`src/include/tpcs_pkg.sv`:
```
// ==========================================================================
// Shared prescaler and clock select: constants and types
// ==========================================================================
package tpcs_pkg;

  // ========================================================================
  // Bus geometry
  // ========================================================================
  localparam int unsigned ADDR_W = 12;
  localparam int unsigned DATA_W = 32;
  localparam int unsigned STRB_W = 4;

  // Register indices; byte address is four times the index
  localparam logic [ADDR_W-1:0] GTC_INDEX = 12'h043;
  localparam logic [ADDR_W-1:0] CSEL_INDEX = 12'h044;
  localparam logic [ADDR_W-1:0] STAT_INDEX = 12'h045;
  localparam logic [ADDR_W-1:0] GTC_ADDR = 12'h10c;
  localparam logic [ADDR_W-1:0] CSEL_ADDR = 12'h110;
  localparam logic [ADDR_W-1:0] STAT_ADDR = 12'h114;

  // Write and read responses
  localparam logic [1:0] RESP_OKAY = 2'h0;
  localparam logic [1:0] RESP_SLVERR = 2'h2;

  // ========================================================================
  // Control register layout
  // ========================================================================
  localparam int unsigned GTC_TSM_BIT = 7;
  localparam int unsigned GTC_ASYNC_PRESCALER_RESET_BIT = 1;
  localparam int unsigned GTC_SYNC_PRESCALER_RESET_BIT = 0;
  localparam logic [7:0] GTC_RESET = 8'h00;

  // Clock select register: timer 0 in [2:0], timer 1 in [6:4]
  localparam int unsigned CS_W = 3;
  localparam int unsigned CSEL_T0_LSB = 0;
  localparam int unsigned CSEL_T1_LSB = 4;

  // Status register: prescaler count in [9:0], pin levels in [17:16]
  localparam int unsigned STAT_PIN_LSB = 16;

  // ========================================================================
  // Prescaler
  // ========================================================================
  localparam int unsigned PRESC_W = 10;
  localparam int unsigned NUM_TIMERS = 2;
  localparam int unsigned TAP8_W = 3;
  localparam int unsigned TAP64_W = 6;
  localparam int unsigned TAP256_W = 8;
  localparam int unsigned TAP1024_W = 10;

  // Clock select codes
  typedef enum logic [CS_W-1:0] {
    CS_STOP = 3'h0,
    CS_SYSCLK = 3'h1,
    CS_DIV8 = 3'h2,
    CS_DIV64 = 3'h3,
    CS_DIV256 = 3'h4,
    CS_DIV1024 = 3'h5,
    CS_EXT_FALL = 3'h6,
    CS_EXT_RISE = 3'h7
  } tpcs_cs_t;

  // Bus channel states
  typedef enum logic [1:0] {
    CH_WAIT = 2'h1,
    CH_RESP = 2'h2
  } tpcs_ch_state_t;

  // Control register bits
  typedef struct packed {
    logic timer_sync_hold;
    logic async_prescaler_reset;
    logic sync_prescaler_reset;
  } tpcs_gtc_t;

endpackage : tpcs_pkg

```
`src/hdl/tpcs_pin_edge.sv`:
```
`timescale 1ns/1ps
`default_nettype none
// ==========================================================================
// Count pin synchroniser and edge detector
// ==========================================================================
module tpcs_pin_edge (
  input wire logic ref_clk_in,
  input wire logic reset_in,
  input wire logic pin_in,
  output logic level_out,
  output logic rise_out,
  output logic fall_out
);

  logic sync1_q;
  logic sync2_q;
  logic sync3_q;
  logic level_q;

  // Three stages; only the second and third are ever compared
  always_ff @(posedge ref_clk_in)
  begin
    if (reset_in)
    begin
      sync1_q <= 1'b0;
      sync2_q <= 1'b0;
      sync3_q <= 1'b0;
    end
    else
    begin
      sync1_q <= pin_in;
      sync2_q <= sync1_q;
      sync3_q <= sync2_q;
    end
  end

  // Accepted level moves only once stages two and three agree
  always_ff @(posedge ref_clk_in)
  begin
    if (reset_in)
      level_q <= 1'b0;
    else if (sync2_q == sync3_q)
      level_q <= sync3_q;
  end

  // One pulse per accepted change of level
  assign rise_out = (sync2_q == sync3_q) && sync3_q && !level_q;
  assign fall_out = (sync2_q == sync3_q) && !sync3_q && level_q;
  assign level_out = level_q;

endmodule : tpcs_pin_edge
`default_nettype wire

```
`src/hdl/tpcs_top.sv`:
```
// Added by the designer: the AXI4-Lite interface to the registers.
`timescale 1ns/1ps
`default_nettype none
// ==========================================================================
// Shared prescaler and clock select for two timers
// ==========================================================================
module tpcs_top #(
  parameter int unsigned PRESC_WIDTH = tpcs_pkg::PRESC_W
) (
  input wire logic ref_clk_in,
  input wire logic reset_in,
  // AXI4-Lite write address
  input wire logic s_axi_awvalid_in,
  output logic s_axi_awready_out,
  input wire logic [tpcs_pkg::ADDR_W-1:0] s_axi_awaddr_in,
  input wire logic [2:0] s_axi_awprot_in,
  // AXI4-Lite write data
  input wire logic s_axi_wvalid_in,
  output logic s_axi_wready_out,
  input wire logic [tpcs_pkg::DATA_W-1:0] s_axi_wdata_in,
  input wire logic [tpcs_pkg::STRB_W-1:0] s_axi_wstrb_in,
  // AXI4-Lite write response
  output logic s_axi_bvalid_out,
  input wire logic s_axi_bready_in,
  output logic [1:0] s_axi_bresp_out,
  // AXI4-Lite read address
  input wire logic s_axi_arvalid_in,
  output logic s_axi_arready_out,
  input wire logic [tpcs_pkg::ADDR_W-1:0] s_axi_araddr_in,
  input wire logic [2:0] s_axi_arprot_in,
  // AXI4-Lite read data
  output logic s_axi_rvalid_out,
  input wire logic s_axi_rready_in,
  output logic [tpcs_pkg::DATA_W-1:0] s_axi_rdata_out,
  output logic [1:0] s_axi_rresp_out,
  // External count pins, one per timer
  input wire logic [tpcs_pkg::NUM_TIMERS-1:0] external_count_pin_in,
  // One-cycle count enables, one per timer
  output logic [tpcs_pkg::NUM_TIMERS-1:0] timer_count_clock_out,
  // Reset level for the separate asynchronous timer prescaler
  output logic async_prescaler_reset_out
);

  // ========================================================================
  // Helpers
  // ========================================================================
  // Tap fires when the low w bits of the prescaler are all ones
  function automatic logic tap_hit(input logic [PRESC_WIDTH-1:0] cnt,
                                   input int unsigned w);
    return (cnt | ~PRESC_WIDTH'((32'h1 << w) - 32'h1)) == '1;
  endfunction : tap_hit

  // Byte address to register word index
  function automatic logic [tpcs_pkg::ADDR_W-1:0] word_index(
    input logic [tpcs_pkg::ADDR_W-1:0] addr);
    return {2'h0, addr[tpcs_pkg::ADDR_W-1:2]};
  endfunction : word_index

  // ========================================================================
  // Declarations
  // ========================================================================
  tpcs_pkg::tpcs_gtc_t gtc_q;
  logic [2*tpcs_pkg::CS_W-1:0] csel_q;
  logic [PRESC_WIDTH-1:0] presc_q;
  logic [3:0] taps;
  logic [tpcs_pkg::NUM_TIMERS-1:0] pin_level;
  logic [tpcs_pkg::NUM_TIMERS-1:0] pin_rise;
  logic [tpcs_pkg::NUM_TIMERS-1:0] pin_fall;
  logic [tpcs_pkg::NUM_TIMERS-1:0] count_d;
  logic [tpcs_pkg::NUM_TIMERS-1:0] count_q;
  tpcs_pkg::tpcs_ch_state_t wr_state_q;
  tpcs_pkg::tpcs_ch_state_t rd_state_q;
  logic aw_got_q;
  logic w_got_q;
  logic [tpcs_pkg::ADDR_W-1:0] awaddr_q;
  logic [tpcs_pkg::DATA_W-1:0] wdata_q;
  logic [tpcs_pkg::STRB_W-1:0] wstrb_q;
  logic [1:0] bresp_q;
  logic [tpcs_pkg::DATA_W-1:0] rdata_q;
  logic [1:0] rresp_q;
  logic aw_hs;
  logic w_hs;
  logic wr_fire;
  logic [tpcs_pkg::ADDR_W-1:0] wr_addr;
  logic [tpcs_pkg::DATA_W-1:0] wr_data;
  logic [tpcs_pkg::STRB_W-1:0] wr_strb;
  logic wr_gtc;
  logic wr_csel;
  logic wr_hit;
  logic ar_hs;
  logic presc_reset;

  // ========================================================================
  // Write channels
  // ========================================================================
  // Address and data are taken independently, in either order
  assign s_axi_awready_out = (wr_state_q == tpcs_pkg::CH_WAIT) && !aw_got_q;
  assign s_axi_wready_out = (wr_state_q == tpcs_pkg::CH_WAIT) && !w_got_q;
  assign aw_hs = s_axi_awvalid_in && s_axi_awready_out;
  assign w_hs = s_axi_wvalid_in && s_axi_wready_out;
  assign wr_fire = (aw_got_q || aw_hs) && (w_got_q || w_hs);
  assign wr_addr = aw_got_q ? awaddr_q : s_axi_awaddr_in;
  assign wr_data = w_got_q ? wdata_q : s_axi_wdata_in;
  assign wr_strb = w_got_q ? wstrb_q : s_axi_wstrb_in;

  // Decode; writable registers live in byte lane 0 only
  assign wr_gtc = wr_fire && (word_index(wr_addr) == tpcs_pkg::GTC_INDEX)
                  && (wr_addr[1:0] == 2'h0);
  assign wr_csel = wr_fire && (word_index(wr_addr) == tpcs_pkg::CSEL_INDEX)
                   && (wr_addr[1:0] == 2'h0);
  assign wr_hit = wr_gtc || wr_csel ||
                  (wr_addr == tpcs_pkg::STAT_ADDR);

  // Hold whichever half arrives first
  always_ff @(posedge ref_clk_in)
  begin
    if (reset_in)
    begin
      aw_got_q <= 1'b0;
      w_got_q <= 1'b0;
      awaddr_q <= '0;
      wdata_q <= '0;
      wstrb_q <= '0;
    end
    else if (wr_fire)
    begin
      aw_got_q <= 1'b0;
      w_got_q <= 1'b0;
    end
    else
    begin
      if (aw_hs)
      begin
        aw_got_q <= 1'b1;
        awaddr_q <= s_axi_awaddr_in;
      end
      if (w_hs)
      begin
        w_got_q <= 1'b1;
        wdata_q <= s_axi_wdata_in;
        wstrb_q <= s_axi_wstrb_in;
      end
    end
  end

  // Response follows both halves; status writes are ignored but okay
  always_ff @(posedge ref_clk_in)
  begin
    if (reset_in)
    begin
      wr_state_q <= tpcs_pkg::CH_WAIT;
      bresp_q <= tpcs_pkg::RESP_OKAY;
    end
    else
    begin
      unique case (wr_state_q)
        tpcs_pkg::CH_WAIT:
        begin
          if (wr_fire)
          begin
            wr_state_q <= tpcs_pkg::CH_RESP;
            bresp_q <= wr_hit ? tpcs_pkg::RESP_OKAY : tpcs_pkg::RESP_SLVERR;
          end
        end
        tpcs_pkg::CH_RESP:
        begin
          if (s_axi_bready_in)
            wr_state_q <= tpcs_pkg::CH_WAIT;
        end
        default:
          wr_state_q <= tpcs_pkg::CH_WAIT;
      endcase
    end
  end

  assign s_axi_bvalid_out = (wr_state_q == tpcs_pkg::CH_RESP);
  assign s_axi_bresp_out = bresp_q;

  // ========================================================================
  // Read channel
  // ========================================================================
  assign s_axi_arready_out = (rd_state_q == tpcs_pkg::CH_WAIT);
  assign ar_hs = s_axi_arvalid_in && s_axi_arready_out;

  // Data captured at the address edge, shown the next cycle
  always_ff @(posedge ref_clk_in)
  begin
    if (reset_in)
    begin
      rd_state_q <= tpcs_pkg::CH_WAIT;
      rdata_q <= '0;
      rresp_q <= tpcs_pkg::RESP_OKAY;
    end
    else
    begin
      unique case (rd_state_q)
        tpcs_pkg::CH_WAIT:
        begin
          if (ar_hs)
          begin
            rd_state_q <= tpcs_pkg::CH_RESP;
            rresp_q <= tpcs_pkg::RESP_OKAY;
            unique case (s_axi_araddr_in)
              tpcs_pkg::GTC_ADDR:
              begin
                rdata_q <= '0;
                rdata_q[tpcs_pkg::GTC_TSM_BIT] <= gtc_q.timer_sync_hold;
                rdata_q[tpcs_pkg::GTC_ASYNC_PRESCALER_RESET_BIT] <= gtc_q.async_prescaler_reset;
                rdata_q[tpcs_pkg::GTC_SYNC_PRESCALER_RESET_BIT] <= gtc_q.sync_prescaler_reset;
              end
              tpcs_pkg::CSEL_ADDR:
              begin
                rdata_q <= '0;
                rdata_q[tpcs_pkg::CSEL_T0_LSB +: tpcs_pkg::CS_W] <=
                  csel_q[0 +: tpcs_pkg::CS_W];
                rdata_q[tpcs_pkg::CSEL_T1_LSB +: tpcs_pkg::CS_W] <=
                  csel_q[tpcs_pkg::CS_W +: tpcs_pkg::CS_W];
              end
              tpcs_pkg::STAT_ADDR:
              begin
                // Live prescaler phase helps software predict first count
                rdata_q <= '0;
                rdata_q[PRESC_WIDTH-1:0] <= presc_q;
                rdata_q[tpcs_pkg::STAT_PIN_LSB +: tpcs_pkg::NUM_TIMERS] <=
                  pin_level;
              end
              default:
              begin
                rdata_q <= '0;
                rresp_q <= tpcs_pkg::RESP_SLVERR;
              end
            endcase
          end
        end
        tpcs_pkg::CH_RESP:
        begin
          if (s_axi_rready_in)
            rd_state_q <= tpcs_pkg::CH_WAIT;
        end
        default:
          rd_state_q <= tpcs_pkg::CH_WAIT;
      endcase
    end
  end

  assign s_axi_rvalid_out = (rd_state_q == tpcs_pkg::CH_RESP);
  assign s_axi_rdata_out = rdata_q;
  assign s_axi_rresp_out = rresp_q;

  // ========================================================================
  // Control registers
  // ========================================================================
  // Reset bits self-clear one cycle after a write unless held;
  // a write in the same cycle wins over the hardware clear
  always_ff @(posedge ref_clk_in)
  begin
    if (reset_in)
      gtc_q <= tpcs_pkg::tpcs_gtc_t'(tpcs_pkg::GTC_RESET[2:0]);
    else if (wr_gtc && wr_strb[0])
    begin
      gtc_q.timer_sync_hold <= wr_data[tpcs_pkg::GTC_TSM_BIT];
      gtc_q.async_prescaler_reset <= wr_data[tpcs_pkg::GTC_ASYNC_PRESCALER_RESET_BIT];
      gtc_q.sync_prescaler_reset <= wr_data[tpcs_pkg::GTC_SYNC_PRESCALER_RESET_BIT];
    end
    else if (!gtc_q.timer_sync_hold)
    begin
      gtc_q.async_prescaler_reset <= 1'b0;
      gtc_q.sync_prescaler_reset <= 1'b0;
    end
  end

  // Clock select fields for both timers
  always_ff @(posedge ref_clk_in)
  begin
    if (reset_in)
      csel_q <= '0;
    else if (wr_csel && wr_strb[0])
      csel_q <= {wr_data[tpcs_pkg::CSEL_T1_LSB +: tpcs_pkg::CS_W],
                 wr_data[tpcs_pkg::CSEL_T0_LSB +: tpcs_pkg::CS_W]};
  end

  assign presc_reset = gtc_q.sync_prescaler_reset;
  assign async_prescaler_reset_out = gtc_q.async_prescaler_reset;

  // ========================================================================
  // Shared prescaler
  // ========================================================================
  // Free running, ignores clock select; reset hits both timers
  always_ff @(posedge ref_clk_in)
  begin
    if (reset_in)
      presc_q <= '0;
    else if (presc_reset)
      presc_q <= '0;
    else
      presc_q <= presc_q + 1'b1;
  end

  // Taps stay quiet while the prescaler is held in reset
  assign taps[0] = !presc_reset && tap_hit(presc_q, tpcs_pkg::TAP8_W);
  assign taps[1] = !presc_reset && tap_hit(presc_q, tpcs_pkg::TAP64_W);
  assign taps[2] = !presc_reset && tap_hit(presc_q, tpcs_pkg::TAP256_W);
  assign taps[3] = !presc_reset && tap_hit(presc_q, tpcs_pkg::TAP1024_W);

  // ========================================================================
  // External count pins
  // ========================================================================
  for (genvar t = 0; t < tpcs_pkg::NUM_TIMERS; t++)
  begin : g_pin
    tpcs_pin_edge u_pin_edge (
      .ref_clk_in(ref_clk_in),
      .reset_in(reset_in),
      .pin_in(external_count_pin_in[t]),
      .level_out(pin_level[t]),
      .rise_out(pin_rise[t]),
      .fall_out(pin_fall[t])
    );
  end

  // ========================================================================
  // Clock select
  // ========================================================================
  // Sync reset halts every source so both timers restart together
  always_comb
  begin
    count_d = '0;
    for (int unsigned t = 0; t < tpcs_pkg::NUM_TIMERS; t++)
    begin
      unique case (tpcs_pkg::tpcs_cs_t'(csel_q[t*tpcs_pkg::CS_W +:
                                               tpcs_pkg::CS_W]))
        tpcs_pkg::CS_STOP: count_d[t] = 1'b0;
        tpcs_pkg::CS_SYSCLK: count_d[t] = !presc_reset;
        tpcs_pkg::CS_DIV8: count_d[t] = taps[0];
        tpcs_pkg::CS_DIV64: count_d[t] = taps[1];
        tpcs_pkg::CS_DIV256: count_d[t] = taps[2];
        tpcs_pkg::CS_DIV1024: count_d[t] = taps[3];
        // Pin edges go straight through, never divided
        tpcs_pkg::CS_EXT_FALL: count_d[t] = !presc_reset && pin_fall[t];
        tpcs_pkg::CS_EXT_RISE: count_d[t] = !presc_reset && pin_rise[t];
      endcase
    end
  end

  // Registered enables keep the output free of decode glitches
  always_ff @(posedge ref_clk_in)
  begin
    if (reset_in)
      count_q <= '0;
    else
      count_q <= count_d;
  end

  assign timer_count_clock_out = count_q;
endmodule : tpcs_top
`default_nettype wire

```
`config.mk`:
```
export PLATFORM = sky130hd
export DESIGN_NAME = tpcs_top
export DESIGN_NICKNAME = d
export VERILOG_FILES = /design/src/include/tpcs_pkg.sv /design/src/hdl/tpcs_pin_edge.sv /design/src/hdl/tpcs_top.sv
export SDC_FILE = /design/constraint.sdc
export NUM_CORES = 1
export LEC_CHECK = 0
export ABC_CLOCK_PERIOD_IN_PS = 2500
export BUFFER_PORTS_ARGS = -buffer_cell sky130_fd_sc_hd__buf_2
export CAP_MARGIN = 25
export CORE_MARGIN = 1.5
export CORE_UTILIZATION = 40
export CTS_CLUSTER_DIAMETER = 150
export CTS_CLUSTER_SIZE = 24
export DETAILED_ROUTE_END_ITERATION = 10
export PLACE_DENSITY = 0.69
export SLEW_MARGIN = 20
export SYNTH_ARGS = -nofsm -noshare
export SYNTH_HDL_FRONTEND = slang
export SYNTH_SLANG_ARGS = --single-unit
```
`constraint.sdc`:
```
create_clock -name ref_clk_in -period 2.5 [get_ports ref_clk_in]
set_clock_uncertainty 0.1 [all_clocks]
set_input_delay 0.625 -clock ref_clk_in [delete_from_list [all_inputs] [get_ports ref_clk_in]]
set_output_delay 0.625 -clock ref_clk_in [all_outputs]
set_load 0.03 [all_outputs]
```
==> impl_metrics.tcl, run 1 <==
set metrics [dict create \
    final.min_clock_period_ns 2.12 \
    detailedRoute.firstPassIterationCount 5 \
    synth-main-ff-cell "dfxtp_1" \
    fraction_of_power_consumed_by_combinational_cells_pct 12.8 \
    syn_to_final_growth_pct 16.2 \
    h_tree_depth 3 \
    floorplan.die_area_um2 8840 \
    worst-slew-pin-transition_ns 0.605 \
    post_drt_via_cell_ratio 4.92 \
    vdd.ir_drop.worst_mv 0.259 \
    numCtsBuffers 9 \
    grt.busiest_layer "met2" \
    part_of_the_yosys_area_used_for_sequential_elements_pct 41.7 \
    initial_core_util_pct 40.7 \
    io_pins 119 \
    finalSetupViolations 0 \
    critPathArrivalTime_ns 2.25 \
    drt_iter0_drc 96 \
    cts_root_buffer "clkbuf_8" \
    drv.max_cap_violation_count 0 \
    power.internal_mw 1.82 \
    finalSetupTns_ns 0 \
    tightest_hold_check_type "reg2reg" \
    switching_power_uw 662 \
    total_setup_buffers_inserted_after_cts 0 \
    dp_hpwl_um 4900 \
    number_of_global_route_vias_before_repair 2421 \
    detailed_place.area_um2 3640 \
    max-slew-margin-rel_pct 59.6 \
    post-route-period-util_pct 84.8 \
    power.share.sequential_pct 47.3 \
    end_kind "flop" \
    synth_area_per_cell_um2 9.34 \
    finalWirelength_um 6590 \
    grt_use_met3_pct 4.61 \
    gr-usage-met2_pct 24.6 \
    vias 2594 \
    drc 0 \
    syn_area_um2 3310 \
    grt.overflow.total 0 \
    synthDistinctLibCells 51 \
    initial_antenna_violation_count 0 \
    routabilityCongestion 0.799 \
    power_switching_share_pct 26.6 \
    ys_top_cells_by_area "dfxtp_1 42%, mux2i_1 11%, buf_4 5.7%" \
    clk_transition_reported_paths_ns 0.08 \
    timing.final.hold_violations 0 \
    cts.path.max_buffers 2 \
    synth_cells 355 \
    grt_start_max_net_pins 33 \
    critical_path_required_ns 2.63 \
    drt-wirelength-per-cell_um 12.5 \
    synth-seq-cells 69 \
    critical_path_class "reg2reg" \
    clock_latency_ns 0.34 \
    cts-hold-fix-buffers 0 \
    globalRouteTotalUtil_pct 16.0 \
    first_pass_grt_wire_length_um 11100 \
    sort_of_element_at_the_start_of_the_critical_path "flop" \
    power.leakage_nw 1.72 \
    timing_max_transition_violations_final 0 \
    number_of_port_buffers 62 \
    layout-drive-gt1-share_pct 23.9 \
    std_cell_rows 33 \
    timing.fmax_ghz 0.472 \
    clock_group_share_of_total_power_pct 39.9 \
    async_flop_share_pct 0 \
    synth-edff-count 0 \
    pwr_density_cell_nw_per_um2 645 \
    ctsResizeCount 0 \
    antenna_cells 0 \
    run_status "completed" \
    grt_util_met1_pct 20.9 \
    top_cell_type_s_share_of_synthesized_area_pct 41.7 \
    cts_tree "yes" \
    synthesis.yosys.warnings 0 \
    layout.nets 498 \
    cts_sinks 69 \
    antenna_left 0 \
    floorplan.die.width_um 94.0 \
    core_area_um2 8130 \
    grt_setup_unrepaired "false" \
    final_instance_area_um2 3850 \
    synth_top_area_cell "dfxtp_1" \
    path_max_fanout 14 \
    floorplan.die.height_um 94.0 \
]
==> worst max-delay path: stages (launching register included) <==
cell and delay (ns):
dfxtp_1 0.62, or4b_1 0.54, o22ai_4 0.24, nand4_4 0.17, mux2_4 0.33
==> cell usage after synthesis, types with 3 or more instances <==
cell type	number
clkbuf_1	9
mux2_2	4
a22oi_1	6
mux2i_1	37
dfxtp_1	69
nor2b_1	14
nand2b_1	5
nor2_1	49
nor4b_1	3
mux2_4	4
nand2_1	19
ha_1	6
xnor2_1	3
buf_4	25
nand3_1	9
inv_1	10
o21ai_0	6
nand3b_1	6
a21oi_1	18
or3_1	3
nor3_1	5
or2_2	5
nand4_1	3
==> final timing paths <==
path,startpoint,to,slack [ns],depth (start not counted)
max,aw_got_q$_SDFFE_PP0P_,csel_q[3]$_SDFFE_PP0P_,0.38,4
min,g_pin[0].u_pin_edge.sync1_q$_SDFF_PP0_,g_pin[0].u_pin_edge.sync2_q$_SDFF_PP0_,0.34,1
max reg2reg,aw_got_q$_SDFFE_PP0P_,csel_q[3]$_SDFFE_PP0P_,0.38,4
min reg2reg,g_pin[0].u_pin_edge.sync1_q$_SDFF_PP0_,g_pin[0].u_pin_edge.sync2_q$_SDFF_PP0_,0.34,1
==> cell usage in the layout (no fill, tap or decap), drive strengths merged, types with 2 or more instances in the layout <==
cell type	instances
mux2	9
clkinvlp	2
o22ai	2
nand3b	6
nand4	4
or4b	3
o32ai	2
nand2b	5
xor2	2
o21ai	6
or3	3
nor2b	14
nor2	49
mux2i	37
a311o	2
nand4b	2
inv	11
bufinv	2
nor3b	2
buf	67
or2	5
xnor2	3
a22oi	6
nor4b	3
and2	2
nor3	6
nor4	2
a211oi	3
nand2	19
ha	6
nand3	9
conb	22
clkbuf	11
a21oi	18
dfxtp	69
==> routing by layer <==
metal | part of all wire, % | routed length (um)
met1 | 48 | 3170
met5 | 0 | 0
met2 | 46 | 3050
met3 | 4.5 | 295
met4 | 1.2 | 80
==> logic make-up after synthesis <==
kind of cell / Yosys count / synth area share (%)
AOI/OAI and AO/OA: 44 / 8.98
xor gates and xnor gates: 5 / 1.32
adders and majority gates: 6 / 2.26
buffers and inverters: 47 / 8.23
DFF: 69 / 41.7
muxes: 46 / 14.7
other: 1 / 0.113
and+or+nand+nor: 137 / 22.7
==> sequential cells by signal, summed over array words and instances (netlist names), 6 cells and up <==
signal	cells
csel_q	6
wdata_q	7
awaddr_q	12
presc_q	10
s_axi_rdata_out	12
==> power by group through the flow <==
stage / clock, mW / combinational, mW / sequential [mW]
after floorplan: 0 / 0.272 / 1.19
after global placement: 0 / 0.313 / 1.20
after detailed placement: 0 / 0.318 / 1.20
after CTS: 1.02 / 0.319 / 1.18
after global routing: 1.07 / 0.350 / 1.18
final: 0.992 / 0.318 / 1.18
==> layout make-up <==
class | instances | area (um^2)
Multi-Input combinational cell | 260 | 1740
Timing Repair Buffer | 67 | 348
Fill cell | 805 | 4280
Sequential cell | 69 | 1380
Tap cell | 105 | 131
Clock inverter | 5 | 83.8
Clock buffer | 11 | 131
Inverter | 10 | 37.5
==> stage by stage <==
step / util [%] / power (mW) / hold WS (ns) / setup slack, ns / instances
floorplan: - / 1.46 / 0.314 / 0.464 / 376
global route: 47.4 / 2.61 / 0.355 / 0.264 / 527
global placement: 44.7 / 1.51 / 0.321 / 0.273 / 511
CTS: 47.4 / 2.51 / 0.338 / 0.351 / 527
finish: 47.4 / 2.49 / 0.338 / 0.381 / 527
detailed placement: 44.7 / 1.52 / 0.320 / 0.256 / 511
Power figures use the tool's default switching activity.
==> inputs of run 2 (changes only) <==
Settings changed: ABC_CLOCK_PERIOD_IN_PS 2500 to 2050.
Clock period 2.5 ns to 2.05 ns, I/O delays scaled along.
==> impl_metrics.tcl, run 2 (synthesis gave the netlist of run 1 again) <==
set metrics [dict create \
    routabilityCongestion 0.884 \
    sort_of_element_at_the_start_of_the_critical_path "flop" \
    gr-usage-met2_pct 25.1 \
    globalRouteTotalUtil_pct 16.3 \
    critical_path_required_ns 2.21 \
    worst_case_setup_margin_in_the_final_layout_ns 0.205 \
    first_pass_grt_wire_length_um 11200 \
    grt.busiest_layer "met2" \
    floorplan.die.height_um 94.0 \
    grt_use_met3_pct 4.05 \
    std_cell_rows 33 \
    grt_util_met1_pct 20.9 \
    run_status "completed" \
    cts_sinks 69 \
    vdd.ir_drop.worst_mv 0.506 \
    tightest_hold_check_type "in2reg" \
    io_pins 119 \
    post_drt_via_cell_ratio 4.94 \
    grt.overflow.total 0 \
    hold-worst-slack_ns 0.275 \
    cpMaxStageDelayCell "dfxtp_1" \
    timing_max_transition_violations_final 0 \
    design_power_total_mw 2.88 \
    drt_iter0_drc 124 \
    pwr_density_cell_nw_per_um2 738 \
    layout.cells.most_common_list "69 x dfxtp_1, 62 x buf_2, 49 x nor2_1, 37 x mux2i_1, 22 x conb_1" \
    path_max_fanout 5 \
    end_kind "flop" \
    detailed_place.area_um2 3730 \
    detailedRoute.firstPassIterationCount 4 \
    power.leakage_nw 1.77 \
    floorplan.die_area_um2 8840 \
    drv.max_cap_violation_count 0 \
    drc 0 \
    vias 2657 \
    clock_latency_ns 0.34 \
    setup.worst_path.start "presc_q[0]$_SDFF_PP0_" \
    syn_to_final_growth_pct 17.7 \
    timing.final.hold_violations 0 \
    clk_transition_reported_paths_ns 0.07 \
    core_area_um2 8130 \
    cts.path.max_buffers 2 \
    drt-wirelength-per-cell_um 12.4 \
    total_setup_buffers_inserted_after_cts 0 \
    antenna_left 0 \
    final_common_cell "dfxtp_1" \
    floorplan.die.width_um 94.0 \
    layout-drive-gt1-share_pct 25.4 \
    finalSetupViolations 0 \
    finalWirelength_um 6660 \
    timing.fmax_ghz 0.542 \
    hold_path_startpoint "external_count_pin_in[1]" \
    number_of_global_route_vias_before_repair 2413 \
    ctsResizeCount 0 \
    worstPathCellList "ha_1 -> nand2_1 -> or2_2 -> a311o_1 -> a31oi_1" \
    antenna_cells 0 \
    initial_core_util_pct 40.7 \
    layout.nets 510 \
    cts-hold-fix-buffers 0 \
    numCtsBuffers 9 \
    number_of_port_buffers 62 \
    cts_root_buffer "clkbuf_8" \
    final.min_clock_period_ns 1.84 \
    dp.cells 523 \
    critPathArrivalTime_ns 2.00 \
    grt_setup_unrepaired "false" \
    post-route-period-util_pct 90.0 \
    final_instance_area_um2 3900 \
    cts_tree "yes" \
    slowest_delay_ns 0.43 \
    critical_path_class "reg2reg" \
    instances_no_fill 538 \
    preCtsSetupSlack_ns -0.0635 \
    finalSetupTns_ns 0 \
    reg2reg_from "presc_q[0]$_SDFF_PP0_" \
    dp_hpwl_um 5040 \
    layout.core_utilization_pct 48.0 \
    h_tree_depth 3 \
    grt_start_max_net_pins 23 \
    initial_antenna_violation_count 0 \
]
-- run 2: where the power goes --
part           leakage (nW)  switching, mW  internal [mW]
clock network        0.0875          0.480          0.556
logic                  1.12          0.256          0.166
registers             0.561         0.0354           1.39
total                  1.77          0.772           2.11
-- run 2: cell type report --
class / count / area (um^2)
clock buffers: 13 / 139
repair buffers: 79 / 438
fillers: 794 / 4230
well taps: 105 / 131
multi-input cells: 260 / 1740
flip-flops and latches: 69 / 1380
inverters: 10 / 37.5
clock inverters: 2 / 35.0
-- run 2: worst max-delay path, delay by kind of cell (launching register included) --
kind,cells,cell delay (ns)
DFF,1,0.43
and+or+nand+nor,2,0.42
AOI/OAI and AO/OA,2,0.58
adders and majority gates,1,0.23
-- run 2: worst paths after layout --
check	to	cells past startpoint	slack, ns
max reg2reg	timer_count_clock_out[1]$_SDFF_PP0_	5	0.21
min	g_pin[1].u_pin_edge.sync1_q$_SDFF_PP0_	2	0.28
max	timer_count_clock_out[1]$_SDFF_PP0_	5	0.21
min reg2reg	g_pin[0].u_pin_edge.sync2_q$_SDFF_PP0_	1	0.34
-- run 2: layer usage --
layer  up-vias  wire length, um
met1      1259             3110
met2        47             3120
li1       1338                -
met4         0              144
met3        13              279
met5         -                0
==> inputs of run 3 (changes only) <==
Settings changed: CELL_PAD_IN_SITES_DETAIL_PLACEMENT from default to 1, CELL_PAD_IN_SITES_GLOBAL_PLACEMENT from default to 2, CORE_UTILIZATION 40 to 29, PLACE_DENSITY 0.69 to default, PLACE_DENSITY_LB_ADDON from default to 0.1, TNS_END_PERCENT from default to 5.
==> impl_metrics.tcl, run 3 (synthesis gave the netlist of run 1 again) <==
set metrics [dict create \
    layout.nets 506 \
    instances_no_fill 568 \
    layout.core_utilization_pct 36.5 \
    first_pass_grt_wire_length_um 12800 \
    timing.fmax_ghz 0.538 \
    h_tree_depth 3 \
    post_drt_via_cell_ratio 4.69 \
    routabilityCongestion 0.712 \
    timing.final.hold_violations 0 \
    clock_latency_ns 0.33 \
    critical_path_class "reg2reg" \
    vdd.ir_drop.worst_mv 0.304 \
    floorplan.die_area_um2 12100 \
    vias 2662 \
    drv.max_cap_violation_count 0 \
    io_pins 119 \
    layout-drive-gt1-share_pct 25.2 \
    numCtsBuffers 9 \
    final_common_cell "dfxtp_1" \
    sort_of_element_at_the_start_of_the_critical_path "flop" \
    cts.path.max_buffers 2 \
    final.min_clock_period_ns 1.86 \
    clk_transition_reported_paths_ns 0.05 \
    cts-hold-fix-buffers 0 \
    drt_iter0_drc 36 \
    layout.area.seq_um2 1380 \
    floorplan.die.width_um 110 \
    tightest_hold_check_type "in2reg" \
    grt_setup_unrepaired "false" \
    finalSetupViolations 0 \
    number_of_global_route_vias_before_repair 2612 \
    run_status "completed" \
    path_max_fanout 5 \
    globalRouteTotalUtil_pct 14.3 \
    antenna_left 0 \
    detailedRoute.firstPassIterationCount 4 \
    antenna_cells 0 \
    power.leakage_nw 1.80 \
    grt.overflow.total 0 \
    grt_start_max_net_pins 30 \
    drc 0 \
    syn_to_final_growth_pct 20.9 \
    dp.cells 554 \
    critical_path_required_ns 2.17 \
    end_kind "flop" \
    timing_max_transition_violations_final 0 \
    cts_root_buffer "clkbuf_16" \
    multiInputGateArea_um2 1740 \
    layout.filler_cells 1303 \
    critPathArrivalTime_ns 1.98 \
    cts_sinks 69 \
    cts_tree "yes" \
    core_area_um2 11000 \
    initial_antenna_violation_count 0 \
    initial_core_util_pct 30.2 \
    layout.cells.most_common_list "69 x dfxtp_1, 62 x buf_2, 49 x nor2_1, 37 x mux2i_1, 22 x conb_1" \
    number_of_port_buffers 62 \
    pwr_density_cell_nw_per_um2 813 \
    finalWirelength_um 7970 \
    floorplan.die.height_um 110 \
    worst-slew-pin-transition_ns 0.506 \
    drt-wirelength-per-cell_um 14.0 \
    std_cell_rows 38 \
    dp_hpwl_um 6020 \
    total_setup_buffers_inserted_after_cts 0 \
    post-route-period-util_pct 90.7 \
    max-slew-margin-rel_pct 66.0 \
    ctsResizeCount 0 \
]
## run 3: changes by cell type in the layout (fill, tap and decap cells not counted), sizes merged
cell / delta
clkinv: +1
bufinv: -1
clkbuf: -1
buf: -4
## run 3: final cells by class
type / count / share of cell area (%)
multi-input combinational: 260 / 43.4
sequential: 69 / 34.5
timing repair buffer: 75 / 10.2
clock buffer: 12 / 6.40
tap: 140 / 4.37
inverter: 10 / 0.937
clock inverter: 2 / 0.250
## run 3: critical path: stages (launching register included)
cell and delay, ns:
dfxtp_1 0.34, or4_4 0.56, o22ai_4 0.24, nand4_4 0.17, mux2_4 0.33
## run 3: report_power, final
| part | switching (mW) | total, mW | internal (mW) |
|---|---|---|---|
| clock network | 0.545 | 1.41 | 0.866 |
| logic | 0.262 | 0.421 | 0.159 |
| registers | 0.0356 | 1.43 | 1.39 |
## run 3: path summary, 6_finish.rpt
path,start,end,slack [ns],cells after the start
hold / removal,external_count_pin_in[0],g_pin[0].u_pin_edge.sync1_q$_SDFF_PP0_,0.29,2
hold reg to reg,g_pin[0].u_pin_edge.sync1_q$_SDFF_PP0_,g_pin[0].u_pin_edge.sync2_q$_SDFF_PP0_,0.34,1
setup reg to reg,aw_got_q$_SDFFE_PP0P_,csel_q[5]$_SDFFE_PP0P_,0.19,4
setup / recovery,aw_got_q$_SDFFE_PP0P_,csel_q[5]$_SDFFE_PP0P_,0.19,4
## run 3: routing by layer
layer / up-vias / global-route usage [%] / wire length, um
met2: 71 / 23.8 / 3700
met3: 10 / 3.14 / 452
met4: 0 / 7.79 / 169
met1: 1250 / 17.1 / 3650
li1: 1331 / - / -
met5: - / 0 / 0
## run 3: stage by stage
step           power [mW]  hold slack [ns]  setup slack (ns)  area, um^2  TNS [ns]
2_1_floorplan        1.78            0.314             0.127        3390         0
3_3_place_gp         1.88            0.321           -0.0631        3740    -0.251
3_5_place_dp         1.88            0.329           -0.0729        3740    -0.289
4_1_cts              3.32            0.281             0.172        4010         0
5_1_grt              3.43            0.307            0.0856        4010         0
6_report             3.26            0.289             0.191        4010         0
